===== src/common/spfs_pkg.sv =====
/*
 * Constants, register map and pin role encoding of the shared pin function select block.
 * Assumes a 32-bit AXI4-Lite register bus and six shared pins.
 */
// Functional notes
// RL1 - Each pin: input, output, alt one, alt two
// RL2 - Pins 0-3 alt one reset own partition
// RL3 - Partition reset lines both received and driven
// RL4 - Pin 0 alt two: port 16 link up
// RL5 - Pin 1 alt two: port 16 link active
// RL6 - Pin 2 alt two: port 4 link up
// RL7 - Pin 3 alt two: port 4 link active
// RL8 - Pin 4 failover edges raise event when enabled
// RL9 - Pin 4 alt two: port 0 link up
// RL10 - Pin 5 alt one: hot-plug event output
// RL11 - Pin 5 alt two: port 0 link active
// RL12 - Names ending _n are asserted low
// RL13 - Role set by software, SMBus or EEPROM
// RL14 - Output drives value; input synchronised first
// RL15 - All pins general input after reset
package spfs_pkg;
    localparam int SPFS_NPIN = 6;
    localparam int SPFS_NPART = 4;
    localparam int SPFS_NEVT = 5;
    localparam int SPFS_FUNC_W = 2 * SPFS_NPIN;
    localparam int SPFS_FO_PIN = 4;
    localparam int SPFS_HP_PIN = 5;
    localparam int SPFS_FO_STAT_BIT = 4;
    localparam int SPFS_ADDR_W = 8;

    // Pin roles, Gray ordered
    typedef enum logic [1:0] {
        SPFS_ROLE_GPI = 2'h0,
        SPFS_ROLE_GPO = 2'h1,
        SPFS_ROLE_ALT1 = 2'h3,
        SPFS_ROLE_ALT2 = 2'h2
    } spfs_role_t;

    // Register byte offsets
    localparam logic [SPFS_ADDR_W-1:0] SPFS_OFS_FUNC = 8'h00;
    localparam logic [SPFS_ADDR_W-1:0] SPFS_OFS_GPO = 8'h04;
    localparam logic [SPFS_ADDR_W-1:0] SPFS_OFS_GPI = 8'h08;
    localparam logic [SPFS_ADDR_W-1:0] SPFS_OFS_STAT = 8'h0c;
    localparam logic [SPFS_ADDR_W-1:0] SPFS_OFS_MASK = 8'h10;
    localparam logic [SPFS_ADDR_W-1:0] SPFS_OFS_PRST = 8'h14;

    // Reset values
    localparam logic [SPFS_FUNC_W-1:0] SPFS_FUNC_RST = 12'h000;
    localparam logic [SPFS_NPIN-1:0] SPFS_GPO_RST = 6'h00;
    localparam logic [SPFS_NEVT-1:0] SPFS_MASK_RST = 5'h00;

    // AXI responses
    localparam logic [1:0] SPFS_RESP_OKAY = 2'h0;
    localparam logic [1:0] SPFS_RESP_SLVERR = 2'h2;
endpackage : spfs_pkg


===== src/common/spfs_pin_if.sv =====
/*
 * Carrier between the control core, the input synchroniser and the pin mux.
 * Assumes all three parts run on aclk.
 */
`timescale 1ns/1ps
`default_nettype none
interface spfs_pin_if #(parameter int N = 6);
    logic [2*N-1:0] func;
    logic [N-1:0] gpo;
    logic [N-1:0] pin_sync;
    logic [N-1:0] pin_prev;
    modport ctl (output func, output gpo, input pin_sync, input pin_prev);
    modport mux (input func, input gpo);
    modport syn (output pin_sync, output pin_prev);
endinterface : spfs_pin_if
`default_nettype wire


===== src/logic/spfs_pin_sync.sv =====
/*
 * Two-stage synchroniser for the shared pin inputs plus one history stage.
 * Assumes pin levels may change at any time relative to aclk.
 */
`timescale 1ns/1ps
`default_nettype none
module spfs_pin_sync
    import spfs_pkg::*;
#(
    parameter int N = SPFS_NPIN
) (
    // Clock and reset
    input wire logic aclk,
    input wire logic aresetn,
    // Pads
    input wire logic [N-1:0] pin_in,
    // Core side
    spfs_pin_if.syn pins
);
    logic [N-1:0] meta_r;
    logic [N-1:0] sync_r;
    logic [N-1:0] prev_r;

    always_ff @(posedge aclk) begin
        if (!aresetn) begin
            meta_r <= '0;
            sync_r <= '0;
            prev_r <= '0;
        end else begin
            meta_r <= pin_in;
            sync_r <= meta_r; // RL14
            prev_r <= sync_r;
        end
    end

    assign pins.pin_sync = sync_r;
    assign pins.pin_prev = prev_r;
endmodule : spfs_pin_sync
`default_nettype wire


===== src/logic/spfs_pin_mux.sv =====
/*
 * Per pin output selection by role, registered onto the pads.
 * Assumes alternate values arrive already at pad polarity.
 */
`timescale 1ns/1ps
`default_nettype none
module spfs_pin_mux
    import spfs_pkg::*;
#(
    parameter int N = SPFS_NPIN
) (
    // Clock and reset
    input wire logic aclk,
    input wire logic aresetn,
    // Role and output values
    spfs_pin_if.mux pins,
    input wire logic [N-1:0] alt1_val,
    input wire logic [N-1:0] alt1_drv,
    input wire logic [N-1:0] alt2_val,
    // Pads
    output var logic [N-1:0] pin_out,
    output var logic [N-1:0] pin_oe_n
);
    genvar i;
    generate
        for (i = 0; i < N; i++) begin : g_pin
            spfs_role_t role;
            logic out_nxt;
            logic oe_n_nxt;
            logic out_r;
            logic oe_n_r;
            assign role = spfs_role_t'(pins.func[2*i+1:2*i]);
            always_comb begin
                out_nxt = 1'b0;
                oe_n_nxt = 1'b1;
                case (role) // RL1
                    SPFS_ROLE_GPI: begin
                        oe_n_nxt = 1'b1;
                    end
                    SPFS_ROLE_GPO: begin
                        out_nxt = pins.gpo[i]; // RL14
                        oe_n_nxt = 1'b0;
                    end
                    SPFS_ROLE_ALT1: begin
                        out_nxt = alt1_val[i];
                        oe_n_nxt = ~alt1_drv[i]; // RL3
                    end
                    SPFS_ROLE_ALT2: begin
                        out_nxt = alt2_val[i];
                        oe_n_nxt = 1'b0;
                    end
                    default: begin
                        oe_n_nxt = 1'b1;
                    end
                endcase
            end
            always_ff @(posedge aclk) begin
                if (!aresetn) begin
                    out_r <= 1'b0;
                    oe_n_r <= 1'b1; // RL15
                end else begin
                    out_r <= out_nxt;
                    oe_n_r <= oe_n_nxt;
                end
            end
            assign pin_out[i] = out_r;
            assign pin_oe_n[i] = oe_n_r;
        end
    endgenerate
endmodule : spfs_pin_mux
`default_nettype wire


===== src/logic/spfs_top.sv =====
/*
 * Shared pin function select: AXI4-Lite registers, role selection from three
 * configuration sources, partition reset, failover and status pin functions.
 * Assumes internal status inputs are synchronous to aclk and active high.
 */
// Implementation choices: register access over AXI4-Lite and the register offsets.
`timescale 1ns/1ps
`default_nettype none
module spfs_top
    import spfs_pkg::*;
#(
    parameter int N = SPFS_NPIN
) (
    // Clock and reset
    input wire logic aclk,
    input wire logic aresetn,
    // AXI4-Lite write address
    input wire logic s_axi_awvalid,
    output var logic s_axi_awready,
    input wire logic [SPFS_ADDR_W-1:0] s_axi_awaddr,
    // AXI4-Lite write data
    input wire logic s_axi_wvalid,
    output var logic s_axi_wready,
    input wire logic [31:0] s_axi_wdata,
    input wire logic [3:0] s_axi_wstrb,
    // AXI4-Lite write response
    output var logic s_axi_bvalid,
    input wire logic s_axi_bready,
    output var logic [1:0] s_axi_bresp,
    // AXI4-Lite read address
    input wire logic s_axi_arvalid,
    output var logic s_axi_arready,
    input wire logic [SPFS_ADDR_W-1:0] s_axi_araddr,
    // AXI4-Lite read data
    output var logic s_axi_rvalid,
    input wire logic s_axi_rready,
    output var logic [31:0] s_axi_rdata,
    output var logic [1:0] s_axi_rresp,
    // Role writes from SMBus slave and EEPROM loader
    input wire logic smb_func_we,
    input wire logic [SPFS_FUNC_W-1:0] smb_func_data,
    input wire logic eeprom_func_we,
    input wire logic [SPFS_FUNC_W-1:0] eeprom_func_data,
    // Partition reset logic
    input wire logic [SPFS_NPART-1:0] part_rst_drive,
    output var logic [SPFS_NPART-1:0] partition_reset_req,
    // Failover logic
    input wire logic failover_trigger_zero_cap_en,
    output var logic failover_trigger_zero_event,
    // Hot-plug logic
    input wire logic hotplug_event,
    // Port link state
    input wire logic port16_link_up,
    input wire logic port16_link_active,
    input wire logic port4_link_up,
    input wire logic port4_link_active,
    input wire logic port0_link_up,
    input wire logic port0_link_active,
    // Pads
    input wire logic [N-1:0] pin_in,
    output var logic [N-1:0] pin_out,
    output var logic [N-1:0] pin_oe_n,
    // Interrupt
    output var logic irq
);
    // ------------------------------------------------------------
    // Declarations
    // ------------------------------------------------------------
    spfs_pin_if #(.N(N)) pins ();

    logic awready_r;
    logic awready_nxt;
    logic wready_r;
    logic wready_nxt;
    logic aw_have_r;
    logic aw_have_nxt;
    logic w_have_r;
    logic w_have_nxt;
    logic [SPFS_ADDR_W-1:0] aw_addr_r;
    logic [31:0] w_data_r;
    logic [3:0] w_strb_r;
    logic bvalid_r;
    logic bvalid_nxt;
    logic [1:0] bresp_r;
    logic arready_r;
    logic arready_nxt;
    logic rvalid_r;
    logic rvalid_nxt;
    logic [31:0] rdata_r;
    logic [1:0] rresp_r;

    logic [SPFS_FUNC_W-1:0] func_r;
    logic [SPFS_FUNC_W-1:0] func_nxt;
    logic [N-1:0] gpo_r;
    logic [N-1:0] gpo_nxt;
    logic [SPFS_NEVT-1:0] stat_r;
    logic [SPFS_NEVT-1:0] stat_nxt;
    logic [SPFS_NEVT-1:0] mask_r;
    logic [SPFS_NEVT-1:0] mask_nxt;
    logic [SPFS_NPART-1:0] prst_r;
    logic [SPFS_NPART-1:0] prst_nxt;
    logic fo_evt_r;
    logic irq_r;

    // ------------------------------------------------------------
    // Bus handshakes
    // ------------------------------------------------------------
    wire aw_fire = s_axi_awvalid & awready_r;
    wire w_fire = s_axi_wvalid & wready_r;
    wire ar_fire = s_axi_arvalid & arready_r;
    wire wr_do = aw_have_r & w_have_r & ~bvalid_r;
    wire [31:0] wmask = {{8{w_strb_r[3]}}, {8{w_strb_r[2]}},
                         {8{w_strb_r[1]}}, {8{w_strb_r[0]}}};
    wire [31:0] wbits = w_data_r & wmask;

    assign aw_have_nxt = (aw_have_r | aw_fire) & ~wr_do;
    assign w_have_nxt = (w_have_r | w_fire) & ~wr_do;
    assign bvalid_nxt = wr_do | (bvalid_r & ~s_axi_bready);
    assign awready_nxt = ~aw_have_nxt & ~bvalid_nxt;
    assign wready_nxt = ~w_have_nxt & ~bvalid_nxt;
    assign rvalid_nxt = ar_fire | (rvalid_r & ~s_axi_rready);
    assign arready_nxt = ~rvalid_nxt;

    // ------------------------------------------------------------
    // Write decode
    // ------------------------------------------------------------
    wire wr_func = wr_do & (aw_addr_r == SPFS_OFS_FUNC);
    wire wr_gpo = wr_do & (aw_addr_r == SPFS_OFS_GPO);
    wire wr_stat = wr_do & (aw_addr_r == SPFS_OFS_STAT);
    wire wr_mask = wr_do & (aw_addr_r == SPFS_OFS_MASK);
    wire wr_ro = wr_do & ((aw_addr_r == SPFS_OFS_GPI) | (aw_addr_r == SPFS_OFS_PRST));
    wire wr_hit = wr_func | wr_gpo | wr_stat | wr_mask | wr_ro;
    wire [SPFS_FUNC_W-1:0] func_mask = wmask[SPFS_FUNC_W-1:0];
    wire [SPFS_FUNC_W-1:0] func_sw = (func_r & ~func_mask) | wbits[SPFS_FUNC_W-1:0];
    wire [SPFS_NEVT-1:0] w1c = wr_stat ? wbits[SPFS_NEVT-1:0] : '0;

    // EEPROM load wins over SMBus, which wins over the AXI port
    assign func_nxt = eeprom_func_we ? eeprom_func_data : // RL13
                      smb_func_we ? smb_func_data :
                      wr_func ? func_sw : func_r;
    assign gpo_nxt = wr_gpo ? wbits[N-1:0] : gpo_r;
    assign mask_nxt = wr_mask ? wbits[SPFS_NEVT-1:0] : mask_r;

    // ------------------------------------------------------------
    // Read decode
    // ------------------------------------------------------------
    wire [31:0] rd_func = {{(32-SPFS_FUNC_W){1'b0}}, func_r};
    wire [31:0] rd_gpo = {{(32-N){1'b0}}, gpo_r};
    wire [31:0] rd_gpi = {{(32-N){1'b0}}, pins.pin_sync}; // RL14
    wire [31:0] rd_stat = {{(32-SPFS_NEVT){1'b0}}, stat_r};
    wire [31:0] rd_mask = {{(32-SPFS_NEVT){1'b0}}, mask_r};
    wire [31:0] rd_prst = {{(32-SPFS_NPART){1'b0}}, prst_r};
    wire rd_hit = (s_axi_araddr == SPFS_OFS_FUNC) | (s_axi_araddr == SPFS_OFS_GPO) |
                  (s_axi_araddr == SPFS_OFS_GPI) | (s_axi_araddr == SPFS_OFS_STAT) |
                  (s_axi_araddr == SPFS_OFS_MASK) | (s_axi_araddr == SPFS_OFS_PRST);
    wire [31:0] rd_word = (s_axi_araddr == SPFS_OFS_FUNC) ? rd_func :
                          (s_axi_araddr == SPFS_OFS_GPO) ? rd_gpo :
                          (s_axi_araddr == SPFS_OFS_GPI) ? rd_gpi :
                          (s_axi_araddr == SPFS_OFS_STAT) ? rd_stat :
                          (s_axi_araddr == SPFS_OFS_MASK) ? rd_mask :
                          (s_axi_araddr == SPFS_OFS_PRST) ? rd_prst : 32'h0000_0000;

    // ------------------------------------------------------------
    // Pin roles and alternate functions
    // ------------------------------------------------------------
    logic [N-1:0] is_alt1;
    genvar gi;
    generate
        for (gi = 0; gi < N; gi++) begin : g_role
            assign is_alt1[gi] = (spfs_role_t'(func_r[2*gi+1:2*gi]) == SPFS_ROLE_ALT1); // RL1
        end
    endgenerate

    // Received partition reset: pin low while in its first alternate role
    assign prst_nxt = is_alt1[SPFS_NPART-1:0] & ~pins.pin_sync[SPFS_NPART-1:0]; // RL2 RL12
    wire [SPFS_NPART-1:0] prst_rise = prst_nxt & ~prst_r;

    // Failover trigger: either edge, only while capability enabled
    wire fo_edge = pins.pin_sync[SPFS_FO_PIN] ^ pins.pin_prev[SPFS_FO_PIN];
    wire fo_evt = is_alt1[SPFS_FO_PIN] & failover_trigger_zero_cap_en & fo_edge; // RL8

    // Partition reset lines pull low when driven, else released
    wire [N-1:0] alt1_val = {~hotplug_event, 1'b1, {SPFS_NPART{1'b0}}}; // RL10 RL12
    wire [N-1:0] alt1_drv = {1'b1, 1'b0, part_rst_drive}; // RL3
    wire [N-1:0] alt2_val = {
        ~port0_link_active, // RL11
        ~port0_link_up, // RL9
        ~port4_link_active, // RL7
        ~port4_link_up, // RL6
        ~port16_link_active, // RL5
        ~port16_link_up // RL4
    };

    // Hardware set wins over a write-one clear in the same cycle
    wire [SPFS_NEVT-1:0] stat_set = {fo_evt, prst_rise};
    assign stat_nxt = (stat_r & ~w1c) | stat_set;

    // ------------------------------------------------------------
    // Bus registers
    // ------------------------------------------------------------
    always_ff @(posedge aclk) begin
        if (!aresetn) begin
            awready_r <= 1'b0;
            wready_r <= 1'b0;
            aw_have_r <= 1'b0;
            w_have_r <= 1'b0;
            bvalid_r <= 1'b0;
            arready_r <= 1'b0;
            rvalid_r <= 1'b0;
        end else begin
            awready_r <= awready_nxt;
            wready_r <= wready_nxt;
            aw_have_r <= aw_have_nxt;
            w_have_r <= w_have_nxt;
            bvalid_r <= bvalid_nxt;
            arready_r <= arready_nxt;
            rvalid_r <= rvalid_nxt;
        end
    end

    always_ff @(posedge aclk) begin
        if (!aresetn) begin
            aw_addr_r <= '0;
            w_data_r <= '0;
            w_strb_r <= '0;
            bresp_r <= SPFS_RESP_OKAY;
        end else begin
            if (aw_fire) begin
                aw_addr_r <= s_axi_awaddr;
            end
            if (w_fire) begin
                w_data_r <= s_axi_wdata;
                w_strb_r <= s_axi_wstrb;
            end
            if (wr_do) begin
                bresp_r <= wr_hit ? SPFS_RESP_OKAY : SPFS_RESP_SLVERR;
            end
        end
    end

    always_ff @(posedge aclk) begin
        if (!aresetn) begin
            rdata_r <= '0;
            rresp_r <= SPFS_RESP_OKAY;
        end else if (ar_fire) begin
            rdata_r <= rd_word;
            rresp_r <= rd_hit ? SPFS_RESP_OKAY : SPFS_RESP_SLVERR;
        end
    end

    // ------------------------------------------------------------
    // Control and status registers
    // ------------------------------------------------------------
    always_ff @(posedge aclk) begin
        if (!aresetn) begin
            func_r <= SPFS_FUNC_RST; // RL15
            gpo_r <= SPFS_GPO_RST;
            mask_r <= SPFS_MASK_RST;
            stat_r <= '0;
            prst_r <= '0;
            fo_evt_r <= 1'b0;
            irq_r <= 1'b0;
        end else begin
            func_r <= func_nxt;
            gpo_r <= gpo_nxt;
            mask_r <= mask_nxt;
            stat_r <= stat_nxt;
            prst_r <= prst_nxt;
            fo_evt_r <= fo_evt;
            irq_r <= |(stat_r & mask_r);
        end
    end

    // ------------------------------------------------------------
    // Submodules
    // ------------------------------------------------------------
    assign pins.func = func_r;
    assign pins.gpo = gpo_r;

    spfs_pin_sync #(.N(N)) u_sync (
        .aclk(aclk),
        .aresetn(aresetn),
        .pin_in(pin_in),
        .pins(pins.syn)
    );

    spfs_pin_mux #(.N(N)) u_mux (
        .aclk(aclk),
        .aresetn(aresetn),
        .pins(pins.mux),
        .alt1_val(alt1_val),
        .alt1_drv(alt1_drv),
        .alt2_val(alt2_val),
        .pin_out(pin_out),
        .pin_oe_n(pin_oe_n)
    );

    // ------------------------------------------------------------
    // Outputs
    // ------------------------------------------------------------
    assign s_axi_awready = awready_r;
    assign s_axi_wready = wready_r;
    assign s_axi_bvalid = bvalid_r;
    assign s_axi_bresp = bresp_r;
    assign s_axi_arready = arready_r;
    assign s_axi_rvalid = rvalid_r;
    assign s_axi_rdata = rdata_r;
    assign s_axi_rresp = rresp_r;
    assign partition_reset_req = prst_r; // RL2
    assign failover_trigger_zero_event = fo_evt_r; // RL8
    assign irq = irq_r;
endmodule : spfs_top
`default_nettype wire


===== config.mk =====
export PLATFORM = sky130hd
export DESIGN_NAME = spfs_top
export DESIGN_NICKNAME = d
export VERILOG_FILES = /design/src/common/spfs_pkg.sv /design/src/common/spfs_pin_if.sv /design/src/logic/spfs_pin_sync.sv /design/src/logic/spfs_pin_mux.sv /design/src/logic/spfs_top.sv
export SDC_FILE = /design/constraint.sdc
export NUM_CORES = 1
export LEC_CHECK = 0
export BUFFER_PORTS_ARGS = -buffer_cell sky130_fd_sc_hd__buf_2
export CORE_ASPECT_RATIO = 0.7
export CORE_MARGIN = 3
export CORE_UTILIZATION = 30
export DETAILED_ROUTE_END_ITERATION = 8
export MAX_ROUTING_LAYER = met4
export PLACE_DENSITY = 0.56
export SYNTH_ARGS = -nofsm -noshare
export SYNTH_HDL_FRONTEND = slang
export SYNTH_SLANG_ARGS = --single-unit
export TNS_END_PERCENT = 50

===== constraint.sdc =====
create_clock -name aclk -period 5.2 [get_ports aclk]
set_input_delay 1.04 -clock aclk [delete_from_list [all_inputs] [get_ports aclk]]
set_output_delay 1.04 -clock aclk [all_outputs]
set_load 0.005 [all_outputs]

==> After elaboration in Yosys (flattened, before gate mapping) <==
Cells that the tools add are included.
{ "classes": {"n_eq_ne": 28, "mux": 24, "n_bitwise": 64, "reduce_logical": 17} }
{ "op_table": {"columns": ["cell", "n"], "rows": [
  ["2-to-1 mux 12 bit", 4],
  ["== test 8 x 4 -> 1 bit (second input constant)", 4],
  ["== test 8 x 5 -> 1 bit (second input constant)", 4],
  ["bitwise AND 12 bit", 2],
  ["== test 2 bit (second input constant)", 12],
  ["inverter 1 bit", 19],
  ["bitwise AND 1 bit", 18],
  ["one-hot mux 1 bit (3 select lines)", 6],
  ["== test 8 x 3 -> 1 bit (second input constant)", 2],
  ["logical NOT 8 bit", 2],
  ["2-to-1 mux 5 bit", 3],
  ["OR 1 bit", 14],
  ["== test 2 x 1 -> 1 bit (second input constant)", 6],
  ["logical NOT 2 bit", 6],
  ["2-to-1 mux 6 bit", 2],
  ["inverter 12 bit", 1],
  ["OR 12 bit", 1],
  ["one-hot mux 1 bit (2 select lines)", 6],
  ["OR reduction 2 bit", 6],
  ["bitwise AND 5 bit", 2],
  ["bitwise AND 4 bit", 2],
  ["inverter 4 bit", 2],
  ["inverter 5 bit", 1],
  ["OR 5 bit", 1],
  ["6 further kinds", 7]
]} }
{ "totals": {"reg_bits": 128, "in_bits": 103, "output_inout_bits": 59, "word_cells": 168} }

==> Depth between registers and ports, before layout <==
Gate-level depths: netlist of the first run.
{ "logic_depth": {"word_depth": 8, "depth_mapped": 6, "ltp_nobuf": 4} }

==> By module <==
Synthesis of the first run repeated with hierarchy kept, for this count alone.
{ "unflattened": {"hier_cells": 598, "hier_area_um2": 5126.2} }
{ "modules_own_cells": {"columns": ["mod", "instances", "cells_per_inst", "area_per_inst_um2", "seq_area_each_um2"], "rows": [
  ["spfs_top", 1, 476, 3742.3, 1541.5],
  ["spfs_pin_mux", 1, 85, 882.1, 240.2],
  ["spfs_pin_sync", 1, 37, 501.7, 360.3]
]} }

==> Least setup slack after synthesis of the first run <==
OpenSTA, ideal clock, no wires.
{ "synth_timing": {"path_type": "input -> register", "startpoint": "input port s_axi_araddr[1]", "endpoint": "register rdata_r[10] (netlist: s_axi_rdata[10])", "setup_ps": 59, "t_arrival_ps": 2324, "required_time_ps": 5141, "slack_ps": 2817, "cell_stages": 5, "path_buffers": 1, "cell_sequence": "or4_1 -> nor3_2 -> and4b_1 -> buf_2 -> a22o_1"} }
{ "synth_via": {"elab_chain_cells": 2} }
{ "synth_lines": {"columns": ["item", "line_no", "source"], "rows": [
  ["start: declaration", "spfs_top.sv:33", "input wire logic [SPFS_ADDR_W-1:0] s_axi_araddr,"],
  ["logical NOT 8 bit", "spfs_top.sv:156", "wire [31:0] rd_word = (s_axi_araddr == SPFS_OFS_FUNC) ? rd_func :"],
  ["2-to-1 mux 12 bit", "spfs_top.sv:156", null],
  ["end signal: assignment", "spfs_top.sv:246", "rdata_r <= rd_word;"],
  ["end: declaration", "spfs_top.sv:89", "logic [31:0] rdata_r;"]
]} }
No other way between the ends.
A chain may end at the register's enable or synchronous reset.

==> Worst setup path in the final report of the first run <==
{ "layout_timing": {"startpoint": "input port s_axi_araddr[1]", "endpoint": "register rdata_r[11] (netlist: s_axi_rdata[11])"} }
Same word-level chain as after synthesis.

==> results.tsv, run 1 <==
metric	value	unit
ctsResizeCount	0	
clock_tree.root_cell	clkbuf_16	
hpwlAfterDp	9940	µm
crit_path_max_fanout	8	
worstSetupEndpoint	s_axi_rdata[11]$_SDFFE_PN0P_	
share_comb_of_total_power	0.100	
drcViolationCount	0	
r2r.worst_path.cells	4	
fp.dieW	157	µm
setup_violations	0	
outcome	complete, no violations	
synth.yosys.seq_area_share	0.428	
synth.lib_cells_used.distinct	49	
largest_family_of_logic_cells_by_synthesized_area	simple AND/OR/NAND/NOR gates	
drt_iter0_markers	289	
layout_worst_path_cycle_share	0.477	
synthesis.area	0.00477	mm²
worst-r2r-setup-slack	2930	ps
grt_max_degree	56	
synth_simple_gate_area_share	0.240	
synth_largest_type_area_fraction	0.428	
initial_antenna_violation_count	0	
slew_headroom	0.454	
tritoncts	done	
drt-vias-per-instance	4.85	
areaGrowthSynthToFinish	17.5	%
placer_congestion	0.883	
synth_area_in_compound_gates	0.157	
finalCoreUtilization	0.370	
yosys_register_bits	102	
timing.setup.critical_path_class	primary input to flop	
worst_setup_hold_path_clk_slew	70	ps
postRouteWirelength	13200	µm
grt_pass1_wl	20800	µm
synthXorXnorAreaFrac	0.00184	
cp.required	5490	ps
critical-path-top-delay-family	simple AND/OR/NAND/NOR gates	
timing.critical_path.depth	5	
ioPinCount	162	
synthMostInstantiatedCell	dfxtp_1	
synth-main-ff-cell	dfxtp_1	
synth.area.top_cells	dfxtp_1, a21oi_1, nand2_1	
syn-mean-instance-area	8.38	µm²
postPlaceCellArea	0.00530	mm²
post_cts_hold_buffers	0	
crit_arrival	2770	ps
worst_path_max_delay_cell	or4_1	
first_global_vias	3865	
cp_cell_sequence	buf_2 -> or4_1 -> nor3_2 -> and4b_1 -> a22o_1	
clock_period_minus_worst_slack	2480	ps
die_height	111	µm
yosys_warnings	0	
maxCapViolations	0	
synthesized_area_fraction_occupied_by_adder_cells	0.0420	
worst_path_largest_cell_delay	560	ps
antenna_cells_inserted	0	
final_hold_viols	0	
syn_inst	569	
overflow	0	
hold_class	flop to flop	
totalNegativeSetupSlack	0	ps
finish.instance_area	0.00560	mm²
maximum_vdd_drop	169	µV
r2r_start	w_strb_r[0]$_SDFFE_PN0P_	
netlist_top_cells_count	dfxtp_1, nand2_1, a21oi_1, buf_4	
cts_post_setup_buffers_inserted	0	
async_flop_share	0	
core_region_area	0.0151	mm²
switchingPower	449	µW
initial_drt_pass_iterations	5	
fin_worst_skew	18.0	ps
initial_cell_density_of_the_core	0.315	
final_max_slew_viol_count	0	
number_of_flops_mapped_to_enable_cells_by_yosys	0	
tightest_slew	818	ps
timing.critical_path.to_type	flop	
num_vias	4137	
floorplan.rows	37	
cp_launch_type	primary input	
clock_tree.htree_level_count	3	
startpoint	s_axi_araddr[1]	
number_of_sinks_on_the_clock_net	102	
track_usage	0.156	
unrepaired_setup_endpoints_after_global_routing	false	
portBuffers	117	
fmax	403	MHz
synth_top_cell_by_area	dfxtp_1	
p_leak	0.00231	µW
internal-power	1260	µW
die-area	0.0175	mm²
switching_share	0.262	
layout-drive-gt1-share	0.223	
insertion_delay	350	ps
yosys-mux-area-fraction	0.0315	
avgRoutedWirePerCell	15.5	µm
clk_path_buf_depth	2	
cellPowerDensity	306	mW/mm²
layout.nets	772	
cts_inserted_buffers	9	
power.clock.fraction	0.407	
timing.critical_path.buf_inv	1	
drt.antenna.violating_nets	0	
sequentialPowerShare	0.493	
-- cell families (layout without fill, tap and decap cells) --
| logic type | count (synthesis) | after routing |
|---|---|---|
| simple gates | 220 | 220 |
| compound gates | 127 | 127 |
| flops | 102 | 102 |
| buf+inv | 87 | 155 |
| fa+ha+maj | 16 | 16 |
| mux | 15 | 15 |
| other cells | 1 | 22 |
| xor+xnor | 1 | 1 |
-- cells in the final DEF (no fill, tap or decap), drive strengths merged, types with 16 or more instances in the layout --
master,n
buf,119
dfxtp,102
nand2,90
a21oi,70
nor2,25
nand3,25
conb,22
o21ai,21
inv,21
and2,17
nand2b,16
ha,16
-- metal layers --
| metal | global-route usage | up-vias | share of wire |
|---|---|---|---|
| met1 | 0.241 | 1903 | 0.52 |
| met3 | 0.0381 | 6 | 0.078 |
| li1 | - | 2055 | - |
| met2 | 0.199 | 173 | 0.39 |
| met5 | - | - | 0 |
| met4 | 0.0350 | 0 | 0.0051 |
-- metrics by stage --
| step | hold WS [ps] | std cells | worst slack, ps | total power [µW] |
|---|---|---|---|---|
| 2_1_floorplan | 401 | 590 | 2820 | 976 |
| 3_3_place_gp | 426 | 837 | 2370 | 1030 |
| 3_5_place_dp | 420 | 837 | 2370 | 1030 |
| 4_1_cts | 441 | 853 | 2730 | 1730 |
| 5_1_grt | 448 | 853 | 2560 | 1780 |
| 6_report | 439 | 853 | 2720 | 1710 |
-- power by group through the flow --
stage / Sequential, µW / Combinational, µW / Clock, µW
finish: 844 / 171 / 697
global route: 849 / 194 / 740
CTS: 844 / 172 / 716
detailed placement: 862 / 171 / 0
global placement: 860 / 166 / 0
floorplan: 849 / 128 / 0
-- area by class of cell --
class                   instances  area [µm²]
clock inverters                 7        80.1
repair buffers                119         601
multi-input cells             401        2330
fillers                      1562        9540
inverters                      20        75.1
flip-flops and latches        102        2040
clock buffers                   9         225
well taps                     195         244
-- worst min-delay path by stage --
stage,startpoint,to,slack (ps),cells after the start
2_1_floorplan,u_sync.pins.pin_sync[0]$_SDFF_PN0_,partition_reset_req[0]$_SDFF_PN0_,400,1
3_3_place_gp,u_sync.meta_r[5]$_SDFF_PN0_,u_sync.pins.pin_sync[5]$_SDFF_PN0_,430,1
3_5_place_dp,u_sync.meta_r[1]$_SDFF_PN0_,u_sync.pins.pin_sync[1]$_SDFF_PN0_,420,1
4_1_cts,u_sync.pins.pin_sync[0]$_SDFF_PN0_,partition_reset_req[0]$_SDFF_PN0_,440,1
5_1_grt,u_sync.pins.pin_sync[3]$_SDFF_PN0_,partition_reset_req[3]$_SDFF_PN0_,450,1
6_report,u_sync.pins.pin_sync[3]$_SDFF_PN0_,partition_reset_req[3]$_SDFF_PN0_,440,1
Power figures use the tool's default switching activity.
==> run 2, diff against run 1 <==
--- a/config.mk
+++ b/config.mk
@@ -5,6 +5,7 @@
 export SDC_FILE = /design/constraint.sdc
 export NUM_CORES = 1
 export LEC_CHECK = 0
+export ABC_AREA = 1
 export BUFFER_PORTS_ARGS = -buffer_cell sky130_fd_sc_hd__buf_2
 export CORE_ASPECT_RATIO = 0.7
 export CORE_MARGIN = 3
==> constraint.sdc (replaced) <==
create_clock -name aclk -period 2.5 [get_ports aclk]
set_input_delay 0.5 -clock aclk [delete_from_list [all_inputs] [get_ports aclk]]
set_output_delay 0.5 -clock aclk [all_outputs]
set_load 0.005 [all_outputs]
==> run 2 against run 1 <==
Clock-buffer cell count is 2 higher. Wire length shrank 3.3%. Area after synthesis grew 1.8%. Cell count up 9.3%. Sequential power increased by 110%. Clock power is 120% higher. Global-route usage fell by 0.56 points. Combinational power rose by 150%. Worst hold slack got worse by 110 ps.
==> results.tsv, run 2 <==
metric	value	unit	change
outcome	complete, no violations		unchanged
share_comb_of_total_power	0.113		was 0.100
final.fill_count	1750		was 1562
synth.lib_cells_used.distinct	44		was 49
timing.critical_path.to_type	flop		unchanged
cp_launch_type	flop		was primary input
clock_tree.htree_level_count	3		unchanged
timing.setup.critical_path_class	flop to flop		was primary input to flop
drt-vias-per-instance	4.47		was 4.85
cellPowerDensity	643	mW/mm²	was 306 mW/mm²
postRouteWirelength	12800	µm	was 13200 µm
yosys_warnings	0		unchanged
internal-power	2790	µW	was 1260 µW
p_leak	0.00274	µW	was 0.00231 µW
syn_inst	625		was 569
final_max_slew_viol_count	0		unchanged
number_of_sinks_on_the_clock_net	102		unchanged
crit_path_max_fanout	9		was 8
cts_inserted_buffers	9		unchanged
synthMostInstantiatedCell	dfxtp_1		unchanged
seqCellArea	0.00204	mm²	unchanged
track_usage	0.150		was 0.156
post_cts_hold_buffers	0		unchanged
core_region_area	0.0157	mm²	was 0.0151 mm²
switching_share	0.252		was 0.262
tritoncts	done		unchanged
worst_path_max_delay_cell	dfxtp_1		was or4_1
synth-main-ff-cell	dfxtp_1		unchanged
ctsResizeCount	0		unchanged
totalNegativeSetupSlack	0	ps	unchanged
areaGrowthSynthToFinish	19.2	%	was 17.5%
postPlaceCellArea	0.00545	mm²	was 0.00530 mm²
ioPinCount	162		unchanged
grt_pass1_wl	20300	µm	was 20800 µm
crit_arrival	1680	ps	was 2770 ps
initial_antenna_violation_count	2		was 0
maximum_vdd_drop	312	µV	was 169 µV
worst_path_largest_cell_delay	340	ps	was 560 ps
insertion_delay	350	ps	about the same
finish.instance_area	0.00579	mm²	was 0.00560 mm²
unrepaired_setup_endpoints_after_global_routing	false		unchanged
overflow	0		unchanged
worst_setup_hold_path_clk_slew	70	ps	about the same
synth_largest_type_area_fraction	0.421		was 0.428
fin_worst_skew	7.48	ps	was 18.0 ps
grt_max_degree	69		was 56
synthesis.area	0.00485	mm²	was 0.00477 mm²
highest_count_cells_in_the_layout_ignoring_fill_and_taps	buf_2, dfxtp_1, nand2_1		unchanged
setup_violations	0		unchanged
placer_congestion	0.841		was 0.883
hpwlAfterDp	9790	µm	was 9940 µm
number_of_flops_mapped_to_enable_cells_by_yosys	0		unchanged
synth.yosys.seq_area_share	0.421		was 0.428
num_vias	4167		was 4137
initial_cell_density_of_the_core	0.309		was 0.315
cp_cell_sequence	inv_2 -> nor2_4 -> nand2_4 -> inv_4 -> nand3_4 -> nor2_4 -> nand2_4 -> nand2_8 -> inv_6 -> nor2_2 -> nor2_1		was buf_2 -> or4_1 -> nor3_2 -> and4b_1 -> a22o_1
layout.nets	842		was 772
portBuffers	117		unchanged
p_total	3720	µW	was 1710 µW
async_flop_share	0		unchanged
drt.antenna.violating_nets	0		unchanged
syn-mean-instance-area	7.77	µm²	was 8.38 µm²
maxCapViolations	0		unchanged
die_height	112	µm	was 111 µm
multiInputGateArea	0.00225	mm²	was 0.00233 mm²
switchingPower	937	µW	was 449 µW
layout_worst_path_cycle_share	0.575		
first_global_vias	4030		was 3865
critical-path-top-delay-family	simple AND/OR/NAND/NOR gates		unchanged
drt_iter0_markers	209		was 289
clock_tree.root_cell	clkbuf_16		unchanged
final_hold_viols	0		unchanged
layout.cells.most_common	buf_2		unchanged
initial_drt_pass_iterations	5		unchanged
hold_class	primary input to flop		was flop to flop
clock_period_minus_worst_slack	1440	ps	
cts_post_setup_buffers_inserted	0		unchanged
netlist_top_cells_count	dfxtp_1, nand2_1, nor2_1, inv_1, o21ai_0		was dfxtp_1, nand2_1, a21oi_1, buf_4
synth.area.top_cells	dfxtp_1, nand2_1, nor2_1		was dfxtp_1, a21oi_1, nand2_1
drcViolationCount	0		unchanged
fmax	696	MHz	
die-area	0.0178	mm²	was 0.0175 mm²
yosys_register_bits	102		unchanged
sequentialPowerShare	0.475		was 0.493
power.clock.fraction	0.411		was 0.407
floorplan.rows	38		was 37
cp.required	2740	ps	was 5490 ps
layout-drive-gt1-share	0.253		was 0.223
fp.dieW	158	µm	was 157 µm
clk_path_buf_depth	2		unchanged
synth_top_cell_by_area	dfxtp_1		unchanged
avgRoutedWirePerCell	13.7	µm	was 15.5 µm
timing.critical_path.buf_inv	3		was 1
-- run 2: cell types whose count changed in the layout (fill, tap and decap cells not counted), moves of 16 or more --
cell,change
o21ai_0,+25
inv_1,+48
nand2b_1,-16
and2_1,-17
a21oi_1,-32
nor2_1,+50
o21ai_1,+21
-- run 2: final timing paths --
kind,from,to,slack [ps],cells after the start
max,w_have_r$_SDFF_PN0_,flop,1060,11
max reg2reg,w_have_r$_SDFF_PN0_,flop,1060,11
min,pin_in[1],u_sync.meta_r[1]$_SDFF_PN0_,330,3
min reg2reg,u_sync.meta_r[1]$_SDFF_PN0_,u_sync.pins.pin_sync[1]$_SDFF_PN0_,410,2
-- run 2: area by class of cell --
cell class / instances / share of cell area
flip-flops and latches: 102 / 0.353
multi-input cells: 415 / 0.389
well taps: 200 / 0.0433
diodes: 4 / 0.00173
inverters: 75 / 0.0500
clock inverters: 5 / 0.0143
repair buffers: 120 / 0.107
clock buffers: 11 / 0.0420
-- run 2: power groups by stage --
stage / Sequential [µW] / Clock [µW] / Combinational, µW
after floorplan: 1790 / 0 / 312
after global placement: 1810 / 0 / 424
after detailed placement: 1810 / 0 / 424
after CTS: 1770 / 1570 / 427
after global routing: 1780 / 1610 / 487
final: 1770 / 1530 / 422
-- run 2: cells by family (layout without fill, tap and decap cells) --
logic type | after synthesis | after routing | share of synthesized area
and+or+nand+nor | 243 | 243 | 0.248
AOI/OAI and AO/OA | 133 | 133 | 0.155
buffers and inverters | 129 | 211 | 0.132
DFF | 102 | 102 | 0.421
adders and majority gates | 16 | 16 | 0.0412
other | 1 | 26 | 0.000773
xor gates and xnor gates | 1 | 1 | 0.00180
-- run 2: per-layer routing --
layer	up-vias	global-route usage	routed length [µm]
li1	2184	-	-
met1	1853	0.216	6480
met2	118	0.206	5210
met3	12	0.0447	986
met4	0	0.0350	114
met5	-	-	0
-- run 2: stage by stage --
step,utilization,std cells,setup slack (ps),hold slack [ps]
floorplan,-,646,1140,390
global placement,0.347,912,794,397
detailed placement,0.347,912,794,398
CTS,0.368,928,1050,324
global route,0.368,930,904,341
finish,0.369,932,1060,333
-- run 2: worst reg2reg max path, delay by kind of cell (launching register included) --
| family | cells | cell delay [ps] |
|---|---|---|
| buf+inv | 3 | 220 |
| flops | 1 | 340 |
| simple gates | 8 | 770 |
==> run 3, diff against run 2 <==
--- a/config.mk
+++ b/config.mk
@@ -12,7 +12,7 @@
 export CORE_UTILIZATION = 30
 export DETAILED_ROUTE_END_ITERATION = 8
 export MAX_ROUTING_LAYER = met4
-export PLACE_DENSITY = 0.56
+export PLACE_DENSITY = 0.58
 export SYNTH_ARGS = -nofsm -noshare
 export SYNTH_HDL_FRONTEND = slang
 export SYNTH_SLANG_ARGS = --single-unit
==> constraint.sdc (replaced) <==
create_clock -name aclk -period 1.3 [get_ports aclk]
set_input_delay 0.26 -clock aclk [delete_from_list [all_inputs] [get_ports aclk]]
set_output_delay 0.26 -clock aclk [all_outputs]
set_load 0.005 [all_outputs]
==> run 3 against run 2 <==
The flow now finishes with violations (setup timing). Total power up 88%. Sequential cell count unchanged. Utilization up 2.4 points. Global-route usage up 0.34 points. Register-to-register slack worse by 1100 ps. Die area unchanged. Clock skew down 1.2 ps. Sequential share of layout area down 2.1 points. Combinational power up 120%. Setup slack worse by 1100 ps. Via count up 2.6%.
==> results.tsv, run 3 (synthesis gave the netlist of run 2 again) <==
metric	value	unit	change
hold_class	primary input to flop		unchanged
switchingPower	1770	µW	was 937 µW
finalCoreUtilization	0.393		was 0.369
clk_path_buf_depth	2		unchanged
die_height	112	µm	unchanged
p_total	6990	µW	was 3720 µW
sequentialPowerShare	0.487		was 0.475
areaGrowthSynthToFinish	27.0	%	was 19.2%
p_leak	0.00293	µW	was 0.00274 µW
portBuffers	117		unchanged
share_comb_of_total_power	0.132		was 0.113
clock_period_minus_worst_slack	1350	ps	was 1440 ps
hpwlAfterDp	10200	µm	was 9790 µm
whs	93.0	ps	was 333 ps
floorplan.rows	38		unchanged
whs_path_depth	2		was 3
cp.required	1540	ps	was 2740 ps
core_region_area	0.0157	mm²	unchanged
final_hold_viols	0		unchanged
first_global_vias	4080		was 4030
final.fill_count	1669		was 1750
overflow	0		unchanged
hold_end	u_mux.g_pin[1].oe_n_r$_SDFF_PN1_		was u_sync.meta_r[1]$_SDFF_PN0_
placer_congestion	0.897		was 0.841
initial_antenna_violation_count	2		unchanged
tritoncts	done		unchanged
worst_slack	-47.1	ps	was 1060 ps
cp_launch_type	flop		unchanged
number_of_sinks_on_the_clock_net	102		unchanged
grt_pass1_wl	21000	µm	was 20300 µm
num_vias	4276		was 4167
r2r.worst_path.cells	11		unchanged
worst-r2r-setup-slack	-50	ps	was 1060 ps
internal-power	5220	µW	was 2790 µW
track_usage	0.153		was 0.150
fp.dieW	158	µm	unchanged
cts_inserted_buffers	9		unchanged
violated_checks	setup timing		
cellPowerDensity	1130	mW/mm²	was 643 mW/mm²
layout-drive-gt1-share	0.310		was 0.253
seqCellArea	0.00205	mm²	was 0.00204 mm²
crit_path_max_fanout	8		was 9
fmax	742	MHz	was 696 MHz
switching_share	0.253		was 0.252
clock_tree.htree_level_count	3		unchanged
power.clock.fraction	0.380		was 0.411
fin_worst_skew	6.26	ps	was 7.48 ps
avgRoutedWirePerCell	13.5	µm	was 13.7 µm
layout.cells.most_common	buf_2		unchanged
drt.antenna.violating_nets	0		unchanged
maxCapViolations	0		unchanged
clock_tree.root_cell	clkbuf_16		unchanged
r2r_start	w_have_r$_SDFF_PN0_		unchanged
crit_arrival	1580	ps	was 1680 ps
setup_violations	14		was 0
layout.nets	880		was 842
drt_iter0_markers	193		was 209
final_max_slew_viol_count	0		unchanged
layout_worst_path_cycle_share	1.04		was 0.575
multiInputGateArea	0.00233	mm²	was 0.00225 mm²
die-area	0.0178	mm²	unchanged
ioPinCount	162		unchanged
maximum_vdd_drop	568	µV	was 312 µV
grt_max_degree	34		was 69
highest_count_cells_in_the_layout_ignoring_fill_and_taps	buf_2, dfxtp_1, nand2_1		unchanged
insertion_delay	340	ps	was 350 ps
timing.setup.critical_path_class	flop to flop		unchanged
post_cts_hold_buffers	0		unchanged
unrepaired_setup_endpoints_after_global_routing	true		was false
worst_setup_hold_path_clk_slew	60	ps	was 70 ps
postRouteWirelength	13100	µm	was 12800 µm
holdCritStartpoint	part_rst_drive[1]		was pin_in[1]
drcViolationCount	0		unchanged
timing.critical_path.to_type	flop		unchanged
initial_drt_pass_iterations	4		was 5
outcome	finished, violations left		was complete, no violations
initial_cell_density_of_the_core	0.309		unchanged
drt-vias-per-instance	4.42		was 4.47
==> run 3: cell count changes in the layout (fill, tap and decap cells not counted), sizes merged <==
cell      delta
diode        -2
clkinvlp     +1
nand2        +1
clkinv       -1
bufinv       -1
buf         +37
==> run 3: worst max-delay path by stage <==
stage | start | endpoint | slack [ps] | cells after the start
after global routing | w_have_r$_SDFF_PN0_ | flop | -170 | 11
after floorplan | s_axi_bvalid$_SDFF_PN0_ | flop | 60 | 10
final | w_have_r$_SDFF_PN0_ | flop | -50 | 11
after detailed placement | s_axi_araddr[7] | s_axi_rdata[3]$_SDFFE_PN0P_ | -100 | 10
after global placement | w_have_r$_SDFF_PN0_ | flop | -80 | 11
after CTS | w_have_r$_SDFF_PN0_ | flop | -80 | 11
==> run 3: power by group through the flow <==
stage,Clock (µW),Sequential [µW],Combinational (µW)
after floorplan,0,3440,600
after global placement,0,3470,881
after detailed placement,0,3470,889
after CTS,2750,3400,916
after global routing,2880,3430,1060
final,2660,3410,924
==> run 3: metrics by stage <==
| step | setup WS [ps] | cell area, µm² | setup TNS [ps] | std cells |
|---|---|---|---|---|
| after global routing | -171 | 6160 | -3280 | 967 |
| after detailed placement | -101 | 5750 | -1170 | 945 |
| after CTS | -83.9 | 6100 | -972 | 964 |
| after global placement | -81.6 | 5750 | -1190 | 945 |
| final | -47.1 | 6160 | -359 | 967 |
| after floorplan | 61.8 | 4930 | 0 | 646 |
==> run 3: routing by layer <==
metal,vias up,track usage,wire length (µm)
met1,1909,0.218,6410
met2,107,0.220,5640
met4,0,0.0223,67
met5,-,-,0
li1,2255,-,-
met3,5,0.0470,944
==> run 3: final cells by class <==
type / count / area share
multi-input combinational: 416 / 0.378
sequential: 102 / 0.332
timing repair buffer: 157 / 0.154
inverter: 75 / 0.0477
tap: 200 / 0.0406
clock buffer: 11 / 0.0394
clock inverter: 4 / 0.00771
antenna: 2 / 0.000812
==> run 3: timing repair <==
| action | 4_1_cts | 5_1_grt |
|---|---|---|
| setup buffers | 3 | 1 |
| pin swaps | 8 | 6 |
| gates resized for setup | 11 | 16 |
| setup endpoints to repair | 18 | 32 |
| cloned | 1 | 0 |
==> run 3: worst max-delay path, cell delays in order (launching register included) <==
cell and delay, ps:
dfxtp_2 330, inv_2 50, nor2_4 90, nand2_4 70, inv_4 60, nand3_4 80, nor2_4 170, nand2_4 100
nand2_8 100, inv_8 60, nor2_2 80, nor2_1 50
